==> src/fis_map.vh <==
// Constants for the power-switch inspection sequencer: field positions, codes and timing.
// Included by the sequencer only; holds definitions and nothing else.
`ifndef FIS_MAP_VH
`define FIS_MAP_VH

// Inspection type codes.
`define FIS_TYPE_RELAY_OFF 2'h0
`define FIS_TYPE_RELAY_ON 2'h1
`define FIS_TYPE_SIMUL 2'h2
`define FIS_TYPE_FREE 2'h3

// Comparator word bit positions: uh, ul, vh, vl, wh, wl.
`define FIS_BIT_UH 10
`define FIS_BIT_UL 8
`define FIS_BIT_VH 6
`define FIS_BIT_VL 4
`define FIS_BIT_WH 2
`define FIS_BIT_WL 0

// Expected word of the simultaneous-drive sequence at every step.
`define FIS_EXP_SIMUL 16'h0555

// Final step numbers and completion step numbers.
`define FIS_LAST_ONE_BY_ONE 4'h6
`define FIS_LAST_SHORT 4'h2
`define FIS_DONE_ONE_BY_ONE 4'h7
`define FIS_DONE_SIMUL 4'h3

// Reset values.
`define FIS_RST_STEP 4'h0
`define FIS_RST_WORD 16'h0000

// Timing: clock period, settling interval and step length in ns, and derived cycles.
`define FIS_CLK_NS 40
`define FIS_SETTLE_NS 64000
`define FIS_STEP_NS 128000
`define FIS_SETTLE_CYC ((`FIS_SETTLE_NS + `FIS_CLK_NS - 1) / `FIS_CLK_NS)
`define FIS_STEP_CYC ((`FIS_STEP_NS + `FIS_CLK_NS - 1) / `FIS_CLK_NS)

`endif

==> src/fis_sequencer.v <==
// Automatic power-switch inspection sequencer of a three-phase gate pre-driver.
// Assumes the register fields arrive as plain ports from the device's serial register
// logic on sys_clk, and that the filtered comparator outputs are already on sys_clk.
//
// Notes on behaviour
// - Start simultaneous-drive check on start request with type 2 and unlock high.
// - On any start, turn mid-voltage resistors on and wait settling before first step.
// - Simultaneous check compares at all-off, all-highs-on and all-lows-on steps.
// - Expected simultaneous word is 0555 at steps 0, 1 and 2.
// - First mismatch halts sequence, keeps its step number; no mismatch keeps flag low.
// - Comparator word of the mismatching step is kept, read with select low.
// - Comparator outputs are captured into results at a fixed point of each step.
// - Mid-voltage resistors stay on while an inspection runs.
// - Free-pattern check runs one pattern, sampled from control register at start.
// - Free pattern with both sides of a phase on drives that phase fully off.
// - Free-pattern check never compares nor raises mismatch; it only stores results.
// - A start request during a running inspection is ignored.
// - While running, pre-drivers follow the inspection block, not gate command pins.
// - Stop request during a step finishes that step, ends; step number shows last executed step.
// - Stop during the final step (6h or 2h) is ignored.
// - Unlock cleared ends inspection at once, even mid-step.
// - While running, raw detect always feeds filters and normal fault detection is off.
// - Without mismatch, step number ends at 7h (one-by-one) or 3h (simultaneous).
// - Running status bit is high exactly while a sequence executes.
// - Select high reads live comparator outputs; stored results are unaffected.
// - Mismatch flag and stored word clear on new start or save-clear.
`timescale 1ns/1ps
`include "fis_map.vh"

module fis_sequencer (
  // Clock and reset
  input wire sys_clk,
  input wire rst_b,
  // Register fields from the serial register logic
  input wire inspection_unlock,
  input wire [1:0] inspection_type,
  input wire start_request,
  input wire stop_request,
  input wire [5:0] inspection_control_two,
  input wire compare_readback_select,
  input wire result_save_clear,
  // Gate command pins
  input wire gate_cmd_u_high,
  input wire gate_cmd_u_low,
  input wire gate_cmd_v_high,
  input wire gate_cmd_v_low,
  input wire gate_cmd_w_high,
  input wire gate_cmd_w_low,
  // Filtered drain-source comparators
  input wire cmp_phase_u_high,
  input wire cmp_phase_u_low,
  input wire cmp_phase_v_high,
  input wire cmp_phase_v_low,
  input wire cmp_phase_w_high,
  input wire cmp_phase_w_low,
  // Pre-driver controls, order uh, ul, vh, vl, wh, wl
  output reg [5:0] gate_drive_reg,
  output reg mid_resistor_on_reg,
  output reg detect_force_enable_reg,
  output reg fault_detect_disable_reg,
  // Readable status
  output reg auto_test_running_reg,
  output reg test_mismatch_reg,
  output reg [3:0] inspection_step_number_reg,
  output reg [15:0] drain_source_compare_status_reg
);

  // ----------------------------------------------------------------
  // Reset release and pin synchronisers
  // ----------------------------------------------------------------
  // Reset asserts at once but is released on the clock, so no flop sees a release near its edge.
  reg rst_meta_reg;
  reg rst_sync_reg;
  always @(posedge sys_clk or negedge rst_b) begin
    if (!rst_b) begin
      rst_meta_reg <= 1'b0;
      rst_sync_reg <= 1'b0;
    end else begin
      rst_meta_reg <= 1'b1;
      rst_sync_reg <= rst_meta_reg;
    end
  end

  // Gate pins come from outside the clock domain; two flops keep metastability off the drive mux.
  reg [5:0] gate_meta_reg;
  reg [5:0] gate_sync_reg;
  always @(posedge sys_clk or negedge rst_sync_reg) begin
    if (!rst_sync_reg) begin
      gate_meta_reg <= 6'h00;
      gate_sync_reg <= 6'h00;
    end else begin
      gate_meta_reg <= {gate_cmd_u_high, gate_cmd_u_low, gate_cmd_v_high,
                        gate_cmd_v_low, gate_cmd_w_high, gate_cmd_w_low};
      gate_sync_reg <= gate_meta_reg;
    end
  end

  // ----------------------------------------------------------------
  // Comparator word and free-pattern interlock
  // ----------------------------------------------------------------
  wire [5:0] cmp_bits = {cmp_phase_u_high, cmp_phase_u_low, cmp_phase_v_high,
                         cmp_phase_v_low, cmp_phase_w_high, cmp_phase_w_low};
  wire [15:0] cmp_word;
  assign cmp_word[15:11] = 5'h00;
  assign cmp_word[`FIS_BIT_UH] = cmp_phase_u_high;
  assign cmp_word[`FIS_BIT_UL] = cmp_phase_u_low;
  assign cmp_word[`FIS_BIT_VH] = cmp_phase_v_high;
  assign cmp_word[`FIS_BIT_VL] = cmp_phase_v_low;
  assign cmp_word[`FIS_BIT_WH] = cmp_phase_w_high;
  assign cmp_word[`FIS_BIT_WL] = cmp_phase_w_low;
  assign cmp_word[9] = 1'b0;
  assign cmp_word[7] = 1'b0;
  assign cmp_word[5] = 1'b0;
  assign cmp_word[3] = 1'b0;
  assign cmp_word[1] = 1'b0;

  // A phase with both switches requested would short its bridge leg, so both are dropped.
  wire [5:0] free_safe;
  genvar ph;
  generate
    for (ph = 0; ph < 3; ph = ph + 1) begin : g_phase
      wire both_on = inspection_control_two[2*ph+1] & inspection_control_two[2*ph];
      assign free_safe[2*ph+1] = inspection_control_two[2*ph+1] & ~both_on;
      assign free_safe[2*ph] = inspection_control_two[2*ph] & ~both_on;
    end
  endgenerate

  // ----------------------------------------------------------------
  // Sequencer state
  // ----------------------------------------------------------------
  localparam [2:0] ST_IDLE = 3'b001;
  localparam [2:0] ST_SETTLE = 3'b010;
  localparam [2:0] ST_STEP = 3'b100;
  // The timer is twelve bits wide, which covers the longest interval of a step.
  localparam integer SETTLE_LAST_INT = `FIS_SETTLE_CYC - 1;
  localparam integer STEP_LAST_INT = `FIS_STEP_CYC - 1;
  localparam [11:0] SETTLE_LAST = SETTLE_LAST_INT[11:0];
  localparam [11:0] STEP_LAST = STEP_LAST_INT[11:0];
  localparam [15:0] EXP_SIMUL = `FIS_EXP_SIMUL;

  reg [2:0] state_reg;
  reg [11:0] timer_reg;
  reg [1:0] type_reg;
  reg [5:0] free_reg;
  reg stop_pending_reg;
  reg [15:0] saved_word_reg;

  wire [3:0] step = inspection_step_number_reg;
  wire one_by_one = (type_reg == `FIS_TYPE_RELAY_OFF) || (type_reg == `FIS_TYPE_RELAY_ON);
  wire [3:0] last_step = one_by_one ? `FIS_LAST_ONE_BY_ONE : `FIS_LAST_SHORT;
  wire running = (state_reg != ST_IDLE);
  wire step_end = (state_reg == ST_STEP) && (timer_reg == STEP_LAST);

  // Drive pattern and expected comparator bits for the current step.
  reg [5:0] step_drive;
  reg [5:0] step_expect;
  always @* begin
    step_drive = 6'h00;
    step_expect = 6'h3f;
    case (type_reg)
      `FIS_TYPE_SIMUL: begin
        if (step == 4'h1) begin
          step_drive = 6'h2a;
        end else if (step == 4'h2) begin
          step_drive = 6'h15;
        end
        step_expect = {EXP_SIMUL[`FIS_BIT_UH], EXP_SIMUL[`FIS_BIT_UL],
                       EXP_SIMUL[`FIS_BIT_VH], EXP_SIMUL[`FIS_BIT_VL],
                       EXP_SIMUL[`FIS_BIT_WH], EXP_SIMUL[`FIS_BIT_WL]};
      end
      `FIS_TYPE_FREE: begin
        if (step != 4'h0) begin
          step_drive = free_reg;
        end
      end
      default: begin
        // One-by-one types drive no switch at step 0 and a single switch at each of steps 1 to 6, high sides first.
        case (step)
          4'h1: step_drive = 6'h20;
          4'h2: step_drive = 6'h08;
          4'h3: step_drive = 6'h02;
          4'h4: step_drive = 6'h10;
          4'h5: step_drive = 6'h04;
          4'h6: step_drive = 6'h01;
          default: step_drive = 6'h00;
        endcase
        if (type_reg == `FIS_TYPE_RELAY_OFF) begin
          step_expect = ~step_drive;
        end else if (step == 4'h0) begin
          step_expect = 6'h3f;
        end else if (step <= 4'h3) begin
          step_expect = 6'h15;
        end else begin
          step_expect = 6'h2a;
        end
      end
    endcase
  end

  // The free-pattern type never compares, so it cannot raise the flag.
  wire mismatch = step_end && (type_reg != `FIS_TYPE_FREE) && (cmp_bits != step_expect);
  wire start_ok = !running && start_request && inspection_unlock;

  always @(posedge sys_clk or negedge rst_sync_reg) begin
    if (!rst_sync_reg) begin
      state_reg <= ST_IDLE;
      timer_reg <= 12'h000;
      type_reg <= `FIS_TYPE_RELAY_OFF;
      free_reg <= 6'h00;
      stop_pending_reg <= 1'b0;
      inspection_step_number_reg <= `FIS_RST_STEP;
      test_mismatch_reg <= 1'b0;
      saved_word_reg <= `FIS_RST_WORD;
    end else begin
      case (state_reg)
        ST_IDLE: begin
          // Type and pattern are latched here, so later register writes cannot alter a run.
          if (start_ok) begin
            state_reg <= ST_SETTLE;
            timer_reg <= 12'h000;
            type_reg <= inspection_type;
            free_reg <= free_safe;
            stop_pending_reg <= 1'b0;
            inspection_step_number_reg <= 4'h0;
          end
        end
        ST_SETTLE: begin
          if (timer_reg == SETTLE_LAST) begin
            state_reg <= ST_STEP;
            timer_reg <= 12'h000;
          end else begin
            timer_reg <= timer_reg + 12'h001;
          end
        end
        ST_STEP: begin
          // A stop is remembered until the step ends, so the step in progress always completes.
          if (stop_request && step != last_step) begin
            stop_pending_reg <= 1'b1;
          end
          if (step_end) begin
            timer_reg <= 12'h000;
            if (mismatch || stop_pending_reg || (stop_request && (step != last_step))) begin
              state_reg <= ST_IDLE;
            end else if (step == last_step) begin
              state_reg <= ST_IDLE;
              inspection_step_number_reg <= step + 4'h1;
            end else begin
              inspection_step_number_reg <= step + 4'h1;
            end
          end else begin
            timer_reg <= timer_reg + 12'h001;
          end
        end
        default: state_reg <= ST_IDLE;
      endcase
      // Losing the unlock abandons the sequence wherever it stands.
      if (running && !inspection_unlock) begin
        state_reg <= ST_IDLE;
      end
      // A capture at a step end wins over a clear in the same cycle.
      if (start_ok || result_save_clear) begin
        test_mismatch_reg <= 1'b0;
        saved_word_reg <= `FIS_RST_WORD;
      end
      // Capture sits on the last cycle of a step, when the filtered comparators have settled longest.
      if (step_end && inspection_unlock) begin
        saved_word_reg <= cmp_word;
        if (mismatch) begin
          test_mismatch_reg <= 1'b1;
        end
      end
    end
  end

  // ----------------------------------------------------------------
  // Registered outputs
  // ----------------------------------------------------------------
  always @(posedge sys_clk or negedge rst_sync_reg) begin
    if (!rst_sync_reg) begin
      gate_drive_reg <= 6'h00;
      mid_resistor_on_reg <= 1'b0;
      detect_force_enable_reg <= 1'b0;
      fault_detect_disable_reg <= 1'b0;
      auto_test_running_reg <= 1'b0;
      drain_source_compare_status_reg <= `FIS_RST_WORD;
    end else begin
      // Settling drives nothing; the gate pins regain control only once the run has ended.
      gate_drive_reg <= running ? ((state_reg == ST_STEP) ? step_drive : 6'h00) : gate_sync_reg;
      mid_resistor_on_reg <= running;
      detect_force_enable_reg <= running;
      fault_detect_disable_reg <= running;
      auto_test_running_reg <= running;
      drain_source_compare_status_reg <= compare_readback_select ? cmp_word : saved_word_reg;
    end
  end

endmodule

==> config.mk <==
export PLATFORM = sky130hd
export DESIGN_NAME = fis_sequencer
export DESIGN_NICKNAME = d
export VERILOG_FILES = /design/src/fis_sequencer.v
export VERILOG_INCLUDE_DIRS = /design/src
export SDC_FILE = /design/constraint.sdc
export NUM_CORES = 1
export LEC_CHECK = 0
export BUFFER_PORTS_ARGS = -buffer_cell sky130_fd_sc_hd__buf_2
export CAP_MARGIN = 40
export CORE_ASPECT_RATIO = 0.7
export CORE_UTILIZATION = 25
export CTS_BUF_LIST = sky130_fd_sc_hd__clkbuf_4
export CTS_CLUSTER_DIAMETER = 200
export CTS_CLUSTER_SIZE = 25
export DETAILED_ROUTE_END_ITERATION = 8
export GPL_ROUTABILITY_DRIVEN = 0
export PLACE_DENSITY = 0.53
export SETUP_SLACK_MARGIN = 0.3
export SLEW_MARGIN = 20
export SYNTH_ARGS = -nofsm -noshare
export SYNTH_HDL_FRONTEND = slang
export SYNTH_SLANG_ARGS = --single-unit
==> constraint.sdc <==
create_clock -name sys_clk -period 2.35 [get_ports sys_clk]
set_input_delay 0.3525 -clock sys_clk [delete_from_list [all_inputs] [get_ports sys_clk]]
set_output_delay 0.3525 -clock sys_clk [all_outputs]
set_load 0.05 [all_outputs]
== Yosys cells after proc, flatten, opt, wreduce, memory -nomap -nowiden ==
Cells that the tools add are included.
Cells by class
  add/sub/neg operators: 2
  magnitude comparators: 1
  equality and inequality tests: 27
  muxes and demuxes: 37
  bitwise gates (word level): 13
  reduce and logical (&&, ||, !) cells: 26
Operators with widths (number)
  $mux W6: 9
  $mux W16: 3
  $mux W12: 3
  $pmux W12 S3: 1
  $pmux W6 S6: 1
  $mux W3: 7
  $add A12 B1 Y12 const B: 1
  $eq A12 B11 Y1 const B: 1
  $eq A12 B12 Y1 const B: 1
  $eq A4 B3 Y1 const B: 3
  $mux W4: 3
  $pmux W6 S2: 1
  $ne A2 B2 Y1 const B: 5
  $and A1 B1 Y1: 9
  $ne A3 B3 Y1 const B: 3
  $pmux W3 S3: 1
  $eq A4 B2 Y1 const B: 2
  $logic_and A1 B1 Y1: 8
  $pmux W4 S2: 1
  $reduce_and A4 Y1: 2
  $ne A6 B6 Y1: 1
  $not A6 Y6: 1
  $mux W1: 5
  $mux W5: 1
  24 further kinds: 33
Storage, ports and cells
  register bits after elaboration: 82
  word-level logic and storage cells: 121

== Depth between registers and ports, before layout ==
Gate-level depths: netlist of the first run.
  word-level depth: 14
  gate-level depth with buffers: 9

== Least setup slack after synthesis of the first run ==
No wires, ideal clock.
  path type: reg-to-reg
  start point: register inspection_step_number_reg[0]
  end point: register inspection_step_number_reg[2]
  setup time: 126 ps
  arrival: 2589 ps
  data required time: 2224 ps
  setup slack: -365 ps
  stages on the path, launching flop included: 10
  clock period less this slack: 2715 ps
  path through: dfrtp_1 > inv_1 > ha_1 > and2b_2 > o21ai_0 > xnor2_1 > nand4_1 > o211a_4 > o311a_1 > a311o_1
Between the ends
  cells in the longest elaborated chain, start to end: 12
  elaborated cells on any way between the ends: 27
Ends and longest elaborated chain
  from (decl): RTL line fis_sequencer.v:64  | output reg [3:0] inspection_step_number_reg,
  from (signal assigned): RTL line fis_sequencer.v:211  | inspection_step_number_reg <= `FIS_RST_STEP;
  from (signal assigned): RTL line fis_sequencer.v:246  | inspection_step_number_reg <= step + 4'h1;
  from (signal assigned): RTL line fis_sequencer.v:248  | inspection_step_number_reg <= step + 4'h1;
  $eq A4 B3 Y1 (tied with other cells): RTL line fis_sequencer.v:178  | case (step)
  $pmux W6 S6: RTL line fis_sequencer.v:178
  $mux W6: RTL line fis_sequencer.v:160  | case (type_reg)
  $not A6 Y6: RTL line fis_sequencer.v:188  | step_expect = ~step_drive;
  $mux W6: RTL line fis_sequencer.v:187  | if (type_reg == `FIS_TYPE_RELAY_OFF) begin
  $mux W6: RTL line fis_sequencer.v:160
  $ne A6 B6 Y1: RTL line fis_sequencer.v:201  | wire mismatch = step_end && (type_reg != `FIS_TYPE_FREE) && (cmp_bits != step_expect);
  $logic_and A1 B1 Y1: RTL line fis_sequencer.v:201
  $logic_or A1 B1 Y1 (2 in series): RTL line fis_sequencer.v:242  | if (mismatch || stop_pending_reg || (stop_request && (step != last_step))) begin
  $ne A2 B2 Y1 (no line)
  $reduce_and A4 Y1 (no line)
Several ways; a longest one is shown, not always the timed one. The select of a mux whose other input is x is not followed.
A chain may end at the register's enable or synchronous reset.

== Worst setup path in the final report of the first run ==
Same ends and word-level chain as after synthesis.

==> results.toml, run 1 <==
[run_status]
outcome = "complete, no violations"

[pwr]
power.switching_uw = 1160
irDropWorstVdd_uv = 579
p_per_area_nw_per_um2 = 791
combPwrFrac = 0.298
p_int_uw = 1920
seq_power_share = 0.429
p_leak_uw = 0.00179
clkPwrFrac = 0.273
switching_share = 0.377

[die]
dieArea_um2 = 12800
boundaryPins = 58
coreArea_um2 = 11900
die-height_um = 94.8
die_x_um = 135
initial_core_util = 0.259
fp-row-count = 33

[setup_path]
max_stage_delay_ns = 0.47
cp_max_fo = 6
r2r_slack_ns = 0.09
critPathLaunchType = "flip-flop"
end_kind = "flip-flop"
rr_worst_depth = 9
critPathRequiredTime_ns = 2.66
worst-path-stages = 9
path_cells = "inv_4, ha_4, and2b_2, o21ai_2, xnor2_1, nand4_1, o211a_4, o311a_1, a311o_1"
crit_slowest_cell = "dfrtp_2"
path_class = "reg2reg"
crit_buf_inv = 1
arrival_ns = 2.57
cp_top_family = "compound AO/OA/AOI/OAI gates"

[hold_path]
whs_path_depth = 1
hp-class = "in2reg"

[cts]
clock_latency_ns = 0.41
cts_max_path_buffers = 2
cts_tree = "done"
cts_root_buffer = "clkbuf_4"
cts-buffers-inserted = 9
htreeDepth = 3
cts.reportedPaths.clkPinSlew_ns = 0.11
clkSinkCount = 62

[cells_and_area]
syn_to_final_growth_pct = 26.5
drive_gt1_frac = 0.326
instances_no_fill = 546
final_nets = 416
largest_reg_flops = 12
diodes = 0

[yosys]
syn_inst = 315
yosys_warnings = 0
seq_area_frac_synth = 0.505
syn-cell-area_um2 = 3070
yosysUniqueCellTypes = 55
synthFlopType = "dfrtp_1"
synth_seq_cells = 62
yosysTopAreaCellShare = 0.497
synth_edf_count = 0
synth_area_leaders = "dfrtp_1, nand2_1, a21oi_1, buf_4, nand3_1"
syn_area_per_cell_um2 = 9.76
synth_area_leader_cell = "dfrtp_1"
async_flop_share = 1.00

[flow_run]
maxCapViolations = 0

[placement]
place.port_buffers = 47
hpwl_mm = 5.50
place_inst = 513

[timing]
worstMarginPinSlew_ns = 0.629
period_needed_ns = 2.26
fin_crit_sh = 0.960
finalHoldViolCount = 0
skew_ns = 0.0144
setup_viol = 0
maxSlewHeadroom = 0.575
fmax_mhz = 443
slew_violations = 0
rsz0062_at_grt = "true"
setup_tns_ns = 0

[global_route]
grt_pass1_wl_mm = 12.7
overflow = 0
antenna_found_initial = 0
grt_max_degree = 24
grtUsageTotal = 0.131
grt_pass1_vias = 2490

[detailed_routing]
avgRoutedWirePerCell_um = 14.2
route.detailed.drc = 0
vias_per_cell = 4.64
finalWirelength_mm = 7.74
dr.first_iter.drc_count = 139
drtPass1Iterations = 5
vias = 2533
ant_nets = 0
[power groups by stage]
stage | clock network (uW) | registers (uW) | logic (uW)
after floorplan | 0 | 1460 | 562
after global placement | 0 | 1330 | 897
after detailed placement | 0 | 1340 | 893
after CTS | 876 | 1320 | 908
after global routing | 911 | 1340 | 1000
final | 841 | 1320 | 918
[Yosys cell counts (2+ instances only)]
cell and n:
and3_1 3, clkbuf_1 10, nor2_1 9, ha_1 5, o21a_1 2, xnor2_1 5, buf_4 13, mux2i_1 2
a21oi_1 20, nand3b_1 6, a21o_1 2, o41ai_1 3, nand2_1 58, and2b_2 3, o211ai_1 2, dfrtp_1 61
o31ai_1 10, xor2_1 2, nor4_1 3, nand2b_1 4, nand3_1 18, and2_1 3, nor3_1 3, nand4_1 4
nor3b_1 3, inv_1 9, mux2_2 6, a31oi_1 2, o21ai_0 17, conb_1 2
[final cells by class]
class / count / area [um2]
fill: 1226 / 7960
timing repair buffer: 74 / 458
sequential: 62 / 1560
clock inverter: 5 / 75.1
multi-input combinational: 228 / 1480
inverter: 9 / 38.8
tap: 157 / 196
clock buffer: 11 / 82.6
[worst reg2reg max path, cell delays in order, from the launching register on]
cell     delay (ns)
dfrtp_2        0.47
inv_4          0.07
ha_4           0.17
and2b_2        0.19
o21ai_2        0.12
xnor2_1        0.13
nand4_1        0.15
o211a_4        0.30
o311a_1        0.29
a311o_1        0.26
[placed cells by master, fill, tap and decap left out, types with 4 or more instances in the layout]
master / n
conb_1: 11
mux2_2: 6
nand2b_1: 4
dfrtp_2: 5
buf_4: 20
nor2_1: 7
xnor2_1: 5
inv_1: 7
nand2_1: 57
nand3_1: 18
o31ai_1: 10
nand3b_1: 6
a21oi_1: 20
buf_2: 47
dlygate4sd3_1: 5
clkbuf_4: 11
nand4_1: 4
o21ai_0: 15
dfrtp_1: 56
[logic make-up after synthesis]
group,count (synthesis),synth area share
compound gates,71,0.154
xor+xnor,7,0.0199
fa+ha+maj,5,0.0204
flops,62,0.505
simple gates,126,0.206
other cells,2,0.00244
mux,8,0.0285
buf+inv,34,0.0631
[per-stage QoR]
step,instance area (um2),utilization,hold slack (ns),power (uW),setup WS [ns]
floorplan,3160,-,0.0569,2020,0.00498
global placement,3510,0.296,0.139,2230,0.134
detailed placement,3510,0.296,0.141,2230,0.0658
CTS,3830,0.323,0.00200,3100,0.112
global route,3890,0.328,0.00225,3260,0.00885
finish,3890,0.328,0.0402,3080,0.0931
[worst paths after layout]
kind	to	startpoint
setup / recovery	inspection_step_number_reg[2]$_DFFE_PN0P_	inspection_step_number_reg[0]$_DFFE_PN0P_
hold / removal	gate_meta_reg[3]$_DFF_PN0_	gate_cmd_v_high
setup reg to reg	inspection_step_number_reg[2]$_DFFE_PN0P_	inspection_step_number_reg[0]$_DFFE_PN0P_
hold reg to reg	timer_reg[2]$_DFFE_PN0P_	rst_sync_reg$_DFF_PN0_
max in group asynchronous	inspection_step_number_reg[3]$_DFFE_PN0P_	rst_sync_reg$_DFF_PN0_
min in group asynchronous	timer_reg[2]$_DFFE_PN0P_	rst_sync_reg$_DFF_PN0_
[what timing repair did]
action                                  in CTS  in global routing
endpoints found under the hold margin        6                  0
setup buffers                                8                  4
pin swaps                                    5                 12
endpoints found under the setup margin       9                 19
gates cloned                                 0                  0
hold buffers                                 5                  0
gates resized for setup                     11                 11
[routing by layer]
| layer | vias up | share of wire | global-route usage |
|---|---|---|---|
| li1 | 1225 | - | - |
| met1 | 1215 | 0.50 | 0.185 |
| met2 | 87 | 0.43 | 0.190 |
| met3 | 6 | 0.065 | 0.0435 |
| met4 | 0 | 0.0048 | 0.0346 |
| met5 | - | 0 | 0 |
Note: power is estimated with default switching activity, not from simulation.
==> inputs of run 2 (changes only) <==
- BUFFER_PORTS_ARGS: -buffer_cell sky130_fd_sc_hd__buf_2 -> -buffer_cell sky130_fd_sc_hd__buf_4
- PLACE_DENSITY: 0.53 -> default
==> run 2 against run 1 <==
Critical path depth is the same. Sequential power hardly changed. Via count down 0.79%. Clock-buffer cell count fell by 2. Global-route usage is 0.27 points higher. Register-to-register slack about the same. Largest power group unchanged.
==> results.toml, run 2 (synthesis results as in run 1) <==
[setup_path]
r2r_end = "inspection_step_number_reg[2]$_DFFE_PN0P_"
r2r_slack_ns = 0.08
end_kind = "flip-flop"
rr_worst_depth = 9
arrival_ns = 2.57
critPathLaunch = "inspection_step_number_reg[0]$_DFFE_PN0P_"
critPathRequiredTime_ns = 2.66
path_class = "reg2reg"
critPathLaunchType = "flip-flop"
r2r_start = "inspection_step_number_reg[0]$_DFFE_PN0P_"
endpoint = "inspection_step_number_reg[2]$_DFFE_PN0P_"
cp_max_fo = 5

[detailed_routing]
ant_nets = 0
vias = 2513
route.detailed.drc = 0
dr.first_iter.drc_count = 144
vias_per_cell = 4.60
finalWirelength_mm = 7.96
avgRoutedWirePerCell_um = 14.6
drtPass1Iterations = 5

[hold_path]
hp-class = "in2reg"

[cts]
htreeDepth = 3
cts.reportedPaths.clkPinSlew_ns = 0.11
cts_max_path_buffers = 2
cts-buffers-inserted = 9
cts_root_buffer = "clkbuf_4"
clkSinkCount = 62
clock_latency_ns = 0.42
cts_tree = "done"

[cells_and_area]
diodes = 0
design_area_um2 = 4050
layout_commonest_cell = "buf_4"
drive_gt1_frac = 0.324
num-fill-cells = 1192
area.sequential_um2 = 1560
multi_input_area_um2 = 1480
syn_to_final_growth_pct = 31.6
layout_common_cells = "buf_4, nand2_1, dfrtp_1, a21oi_1, nand3_1"
final_nets = 416
largest_reg_flops = 12
fin_util = 0.341

[die]
initial_core_util = 0.259
boundaryPins = 58
die-height_um = 94.8
die_x_um = 135
dieArea_um2 = 12800
fp-row-count = 33
coreArea_um2 = 11900

[timing]
worstMarginPinSlew_ns = 0.509
period_needed_ns = 2.27
finalHoldViolCount = 0
setup_viol = 0
maxSlewHeadroom = 0.661
slew_violations = 0
holdWs_ns = 0.115
rsz0062_at_grt = "true"
skew_ns = 0.0136
setup_tns_ns = 0
fmax_mhz = 441
fin_crit_sh = 0.964

[global_route]
grt_max_degree = 40
antenna_found_initial = 0
grtUsageTotal = 0.134
overflow = 0
grt_pass1_vias = 2420
grt_pass1_wl_mm = 12.8

[run_status]
outcome = "complete, no violations"

[pwr]
power.total_uw = 3270
irDropWorstVdd_uv = 622
p_per_area_nw_per_um2 = 807
p_leak_uw = 0.00185

[placement]
hpwl_mm = 5.63
place.port_buffers = 47
dpl_cell_area_um2 = 3620

[flow_run]
maxCapViolations = 0
-- run 2: through the flow --
stage               worst slack (ns)  std cells
floorplan                    0.00498        324
global placement               0.132        511
detailed placement          -0.00220        511
CTS                           0.0806        540
global route                -0.00607        546
finish                        0.0842        546
-- run 2: how the worst min path moves through the flow --
stage,start,cells past startpoint,end
after detailed placement,rst_b,1,rst_meta_reg$_DFF_PN0_
final,inspection_type[1],3,type_reg[1]$_DFFE_PN0P_
after global routing,inspection_type[1],3,type_reg[1]$_DFFE_PN0P_
after global placement,rst_b,1,rst_meta_reg$_DFF_PN0_
after CTS,gate_cmd_v_low,1,gate_meta_reg[2]$_DFF_PN0_
after floorplan,rst_b,0,rst_meta_reg$_DFF_PN0_
-- run 2: area by class of cell --
type,instances,area share
well taps,157,0.0485
inverters,9,0.00897
repair buffers,74,0.145
multi-input cells,228,0.366
clock buffers,9,0.0167
flip-flops and latches,62,0.385
clock inverters,7,0.0300
-- run 2: routing by layer --
| metal | wire [um] | global-route usage |
|---|---|---|
| met5 | 0 | 0 |
| met3 | 433 | 0.0403 |
| met1 | 4010 | 0.187 |
| met2 | 3430 | 0.196 |
| met4 | 93 | 0.0431 |
-- run 2: repair_timing --
action	in CTS	in global routing
pin swaps	9	6
endpoints found under the setup margin	11	21
endpoints found under the hold margin	7	1
setup buffers	7	5
hold buffers	6	1
resized for setup	8	9
-- run 2: power breakdown --
group          switching, uW  leakage (uW)  internal (uW)
clock network            434      0.000100            544
logic                    651      0.000948            309
registers                123      0.000797           1200
-- run 2: worst max-delay path, stage by stage (launching register included) --
cell      delay (ns)
dfrtp_2         0.49
inv_4           0.11
ha_4            0.18
nand2b_4        0.08
a21boi_2        0.15
xor2_1          0.15
nand4_1         0.14
o211a_4         0.27
o311a_1         0.30
a311o_1         0.28
==> inputs of run 3 (changes only) <==
- BUFFER_PORTS_ARGS: -buffer_cell sky130_fd_sc_hd__buf_4 -> -buffer_cell sky130_fd_sc_hd__buf_2
==> run 3 against run 2 <==
Worst setup slack got worse by 0.012 ns. Global-route usage fell by 0.33 points. Register-to-register slack barely moved. Highest routed layer unchanged. Total power fell by 8.8%.
==> results.toml, run 3 (synthesis results as in run 1) <==
[cells_and_area]
num-fill-cells = 1223
drive_gt1_frac = 0.314
fin_util = 0.324
design_area_um2 = 3830
multi_input_area_um2 = 1460
area.sequential_um2 = 1560
syn_to_final_growth_pct = 24.7
diodes = 0
layout_common_cells = "nand2_1, dfrtp_1, buf_2, a21oi_1, nand3_1"
layout_commonest_cell = "nand2_1"
largest_reg_flops = 12
final_nets = 412

[timing]
slew_violations = 0
finalHoldViolCount = 0
postLayoutSetupSlackWorst_ns = 0.0721
worstMarginPinSlew_ns = 0.611
rsz0062_at_grt = "true"
holdWs_ns = 0.122
skew_ns = 0.0116
fin_crit_sh = 0.969
setup_viol = 0
period_needed_ns = 2.28
maxSlewHeadroom = 0.588
fmax_mhz = 439

[setup_path]
end_kind = "flip-flop"
path_class = "reg2reg"
arrival_ns = 2.60
critPathRequiredTime_ns = 2.67
rr_worst_depth = 7
critPathLaunchType = "flip-flop"
cp_max_fo = 6

[detailed_routing]
drtPass1Iterations = 4
ant_nets = 0
route.detailed.drc = 0
vias_per_cell = 4.68
vias = 2539
finalWirelength_mm = 7.66
dr.first_iter.drc_count = 171
avgRoutedWirePerCell_um = 14.1

[placement]
hpwl_mm = 5.55
dpl_cell_area_um2 = 3510
post-place-ws_ns = -0.0441
place.port_buffers = 47

[run_status]
outcome = "complete, no violations"

[die]
fp-row-count = 33
die-height_um = 94.8
boundaryPins = 58
initial_core_util = 0.259
dieArea_um2 = 12800
coreArea_um2 = 11900
die_x_um = 135

[pwr]
p_per_area_nw_per_um2 = 777
switching_share = 0.400
irDropWorstVdd_uv = 544
p_leak_uw = 0.00176
power.total_uw = 2980
clkPwrFrac = 0.253
p_int_uw = 1790
seq_power_share = 0.446
power.switching_uw = 1190
combPwrFrac = 0.302

[global_route]
antenna_found_initial = 0
grtUsageTotal = 0.130
grt_pass1_vias = 2454
overflow = 0
grt_pass1_wl_mm = 12.5
grt_max_degree = 43

[cts]
cts.reportedPaths.clkPinSlew_ns = 0.12
htreeDepth = 3
cts-buffers-inserted = 9
cts_max_path_buffers = 2
clkSinkCount = 62
clock_latency_ns = 0.43
cts_root_buffer = "clkbuf_4"
cts_tree = "done"

[flow_run]
maxCapViolations = 0

[hold_path]
hp-class = "in2reg"
whs_path_depth = 3
## run 3: critical path: stages, from the launching register on
cell	delay, ns
dfrtp_2	0.48
ha_2	0.26
inv_1	0.10
o31ai_1	0.30
a31oi_1	0.16
o211a_4	0.30
o311a_1	0.30
a311o_1	0.27
## run 3: area by class of cell
type	instances	area share
clock buffers	9	0.0176
flip-flops and latches	62	0.407
multi-input cells	228	0.381
repair buffers	70	0.114
inverters	9	0.00946
clock inverters	7	0.0196
well taps	157	0.0512
## run 3: worst paths after layout
path	slack [ns]	from	endpoint
min	0.12	inspection_type[1]	type_reg[1]$_DFFE_PN0P_
min in group asynchronous	0.20	rst_sync_reg$_DFF_PN0_	gate_meta_reg[2]$_DFF_PN0_
max reg2reg	0.07	inspection_step_number_reg[0]$_DFFE_PN0P_	inspection_step_number_reg[2]$_DFFE_PN0P_
max	0.07	inspection_step_number_reg[0]$_DFFE_PN0P_	inspection_step_number_reg[2]$_DFFE_PN0P_
min reg2reg	0.20	rst_sync_reg$_DFF_PN0_	gate_meta_reg[2]$_DFF_PN0_
max in group asynchronous	1.53	rst_sync_reg$_DFF_PN0_	state_reg[0]$_DFFE_PN1P_
## run 3: per-stage QoR
stage,setup TNS (ns),instances
2_1_floorplan,0,324
3_3_place_gp,0,512
3_5_place_dp,-0.0566,512
4_1_cts,0,540
5_1_grt,-0.0116,542
6_report,0,542
## run 3: what timing repair did
action,CTS,global route
endpoints found under the hold margin,8,0
resized for setup,7,8
endpoints found under the setup margin,10,18
hold buffers,7,0
pin swaps,8,2
buffers inserted,5,2
## run 3: metal layers
layer | wire length, um | share of wire | GRT usage | up-vias
li1 | - | - | - | 1219
met1 | 3790 | 0.49 | 0.181 | 1225
met2 | 3260 | 0.43 | 0.193 | 82
met3 | 509 | 0.066 | 0.0403 | 13
met4 | 97 | 0.013 | 0.0412 | 0
met5 | 0 | 0 | 0 | -
## run 3: power by group through the flow
| stage | sequential [uW] | combinational, uW | clock, uW |
|---|---|---|---|
| 6_report | 1330 | 898 | 753 |
| 3_5_place_dp | 1340 | 873 | 0 |
| 2_1_floorplan | 1460 | 562 | 0 |
| 5_1_grt | 1350 | 984 | 836 |
| 4_1_cts | 1320 | 890 | 793 |
| 3_3_place_gp | 1340 | 876 | 0 |
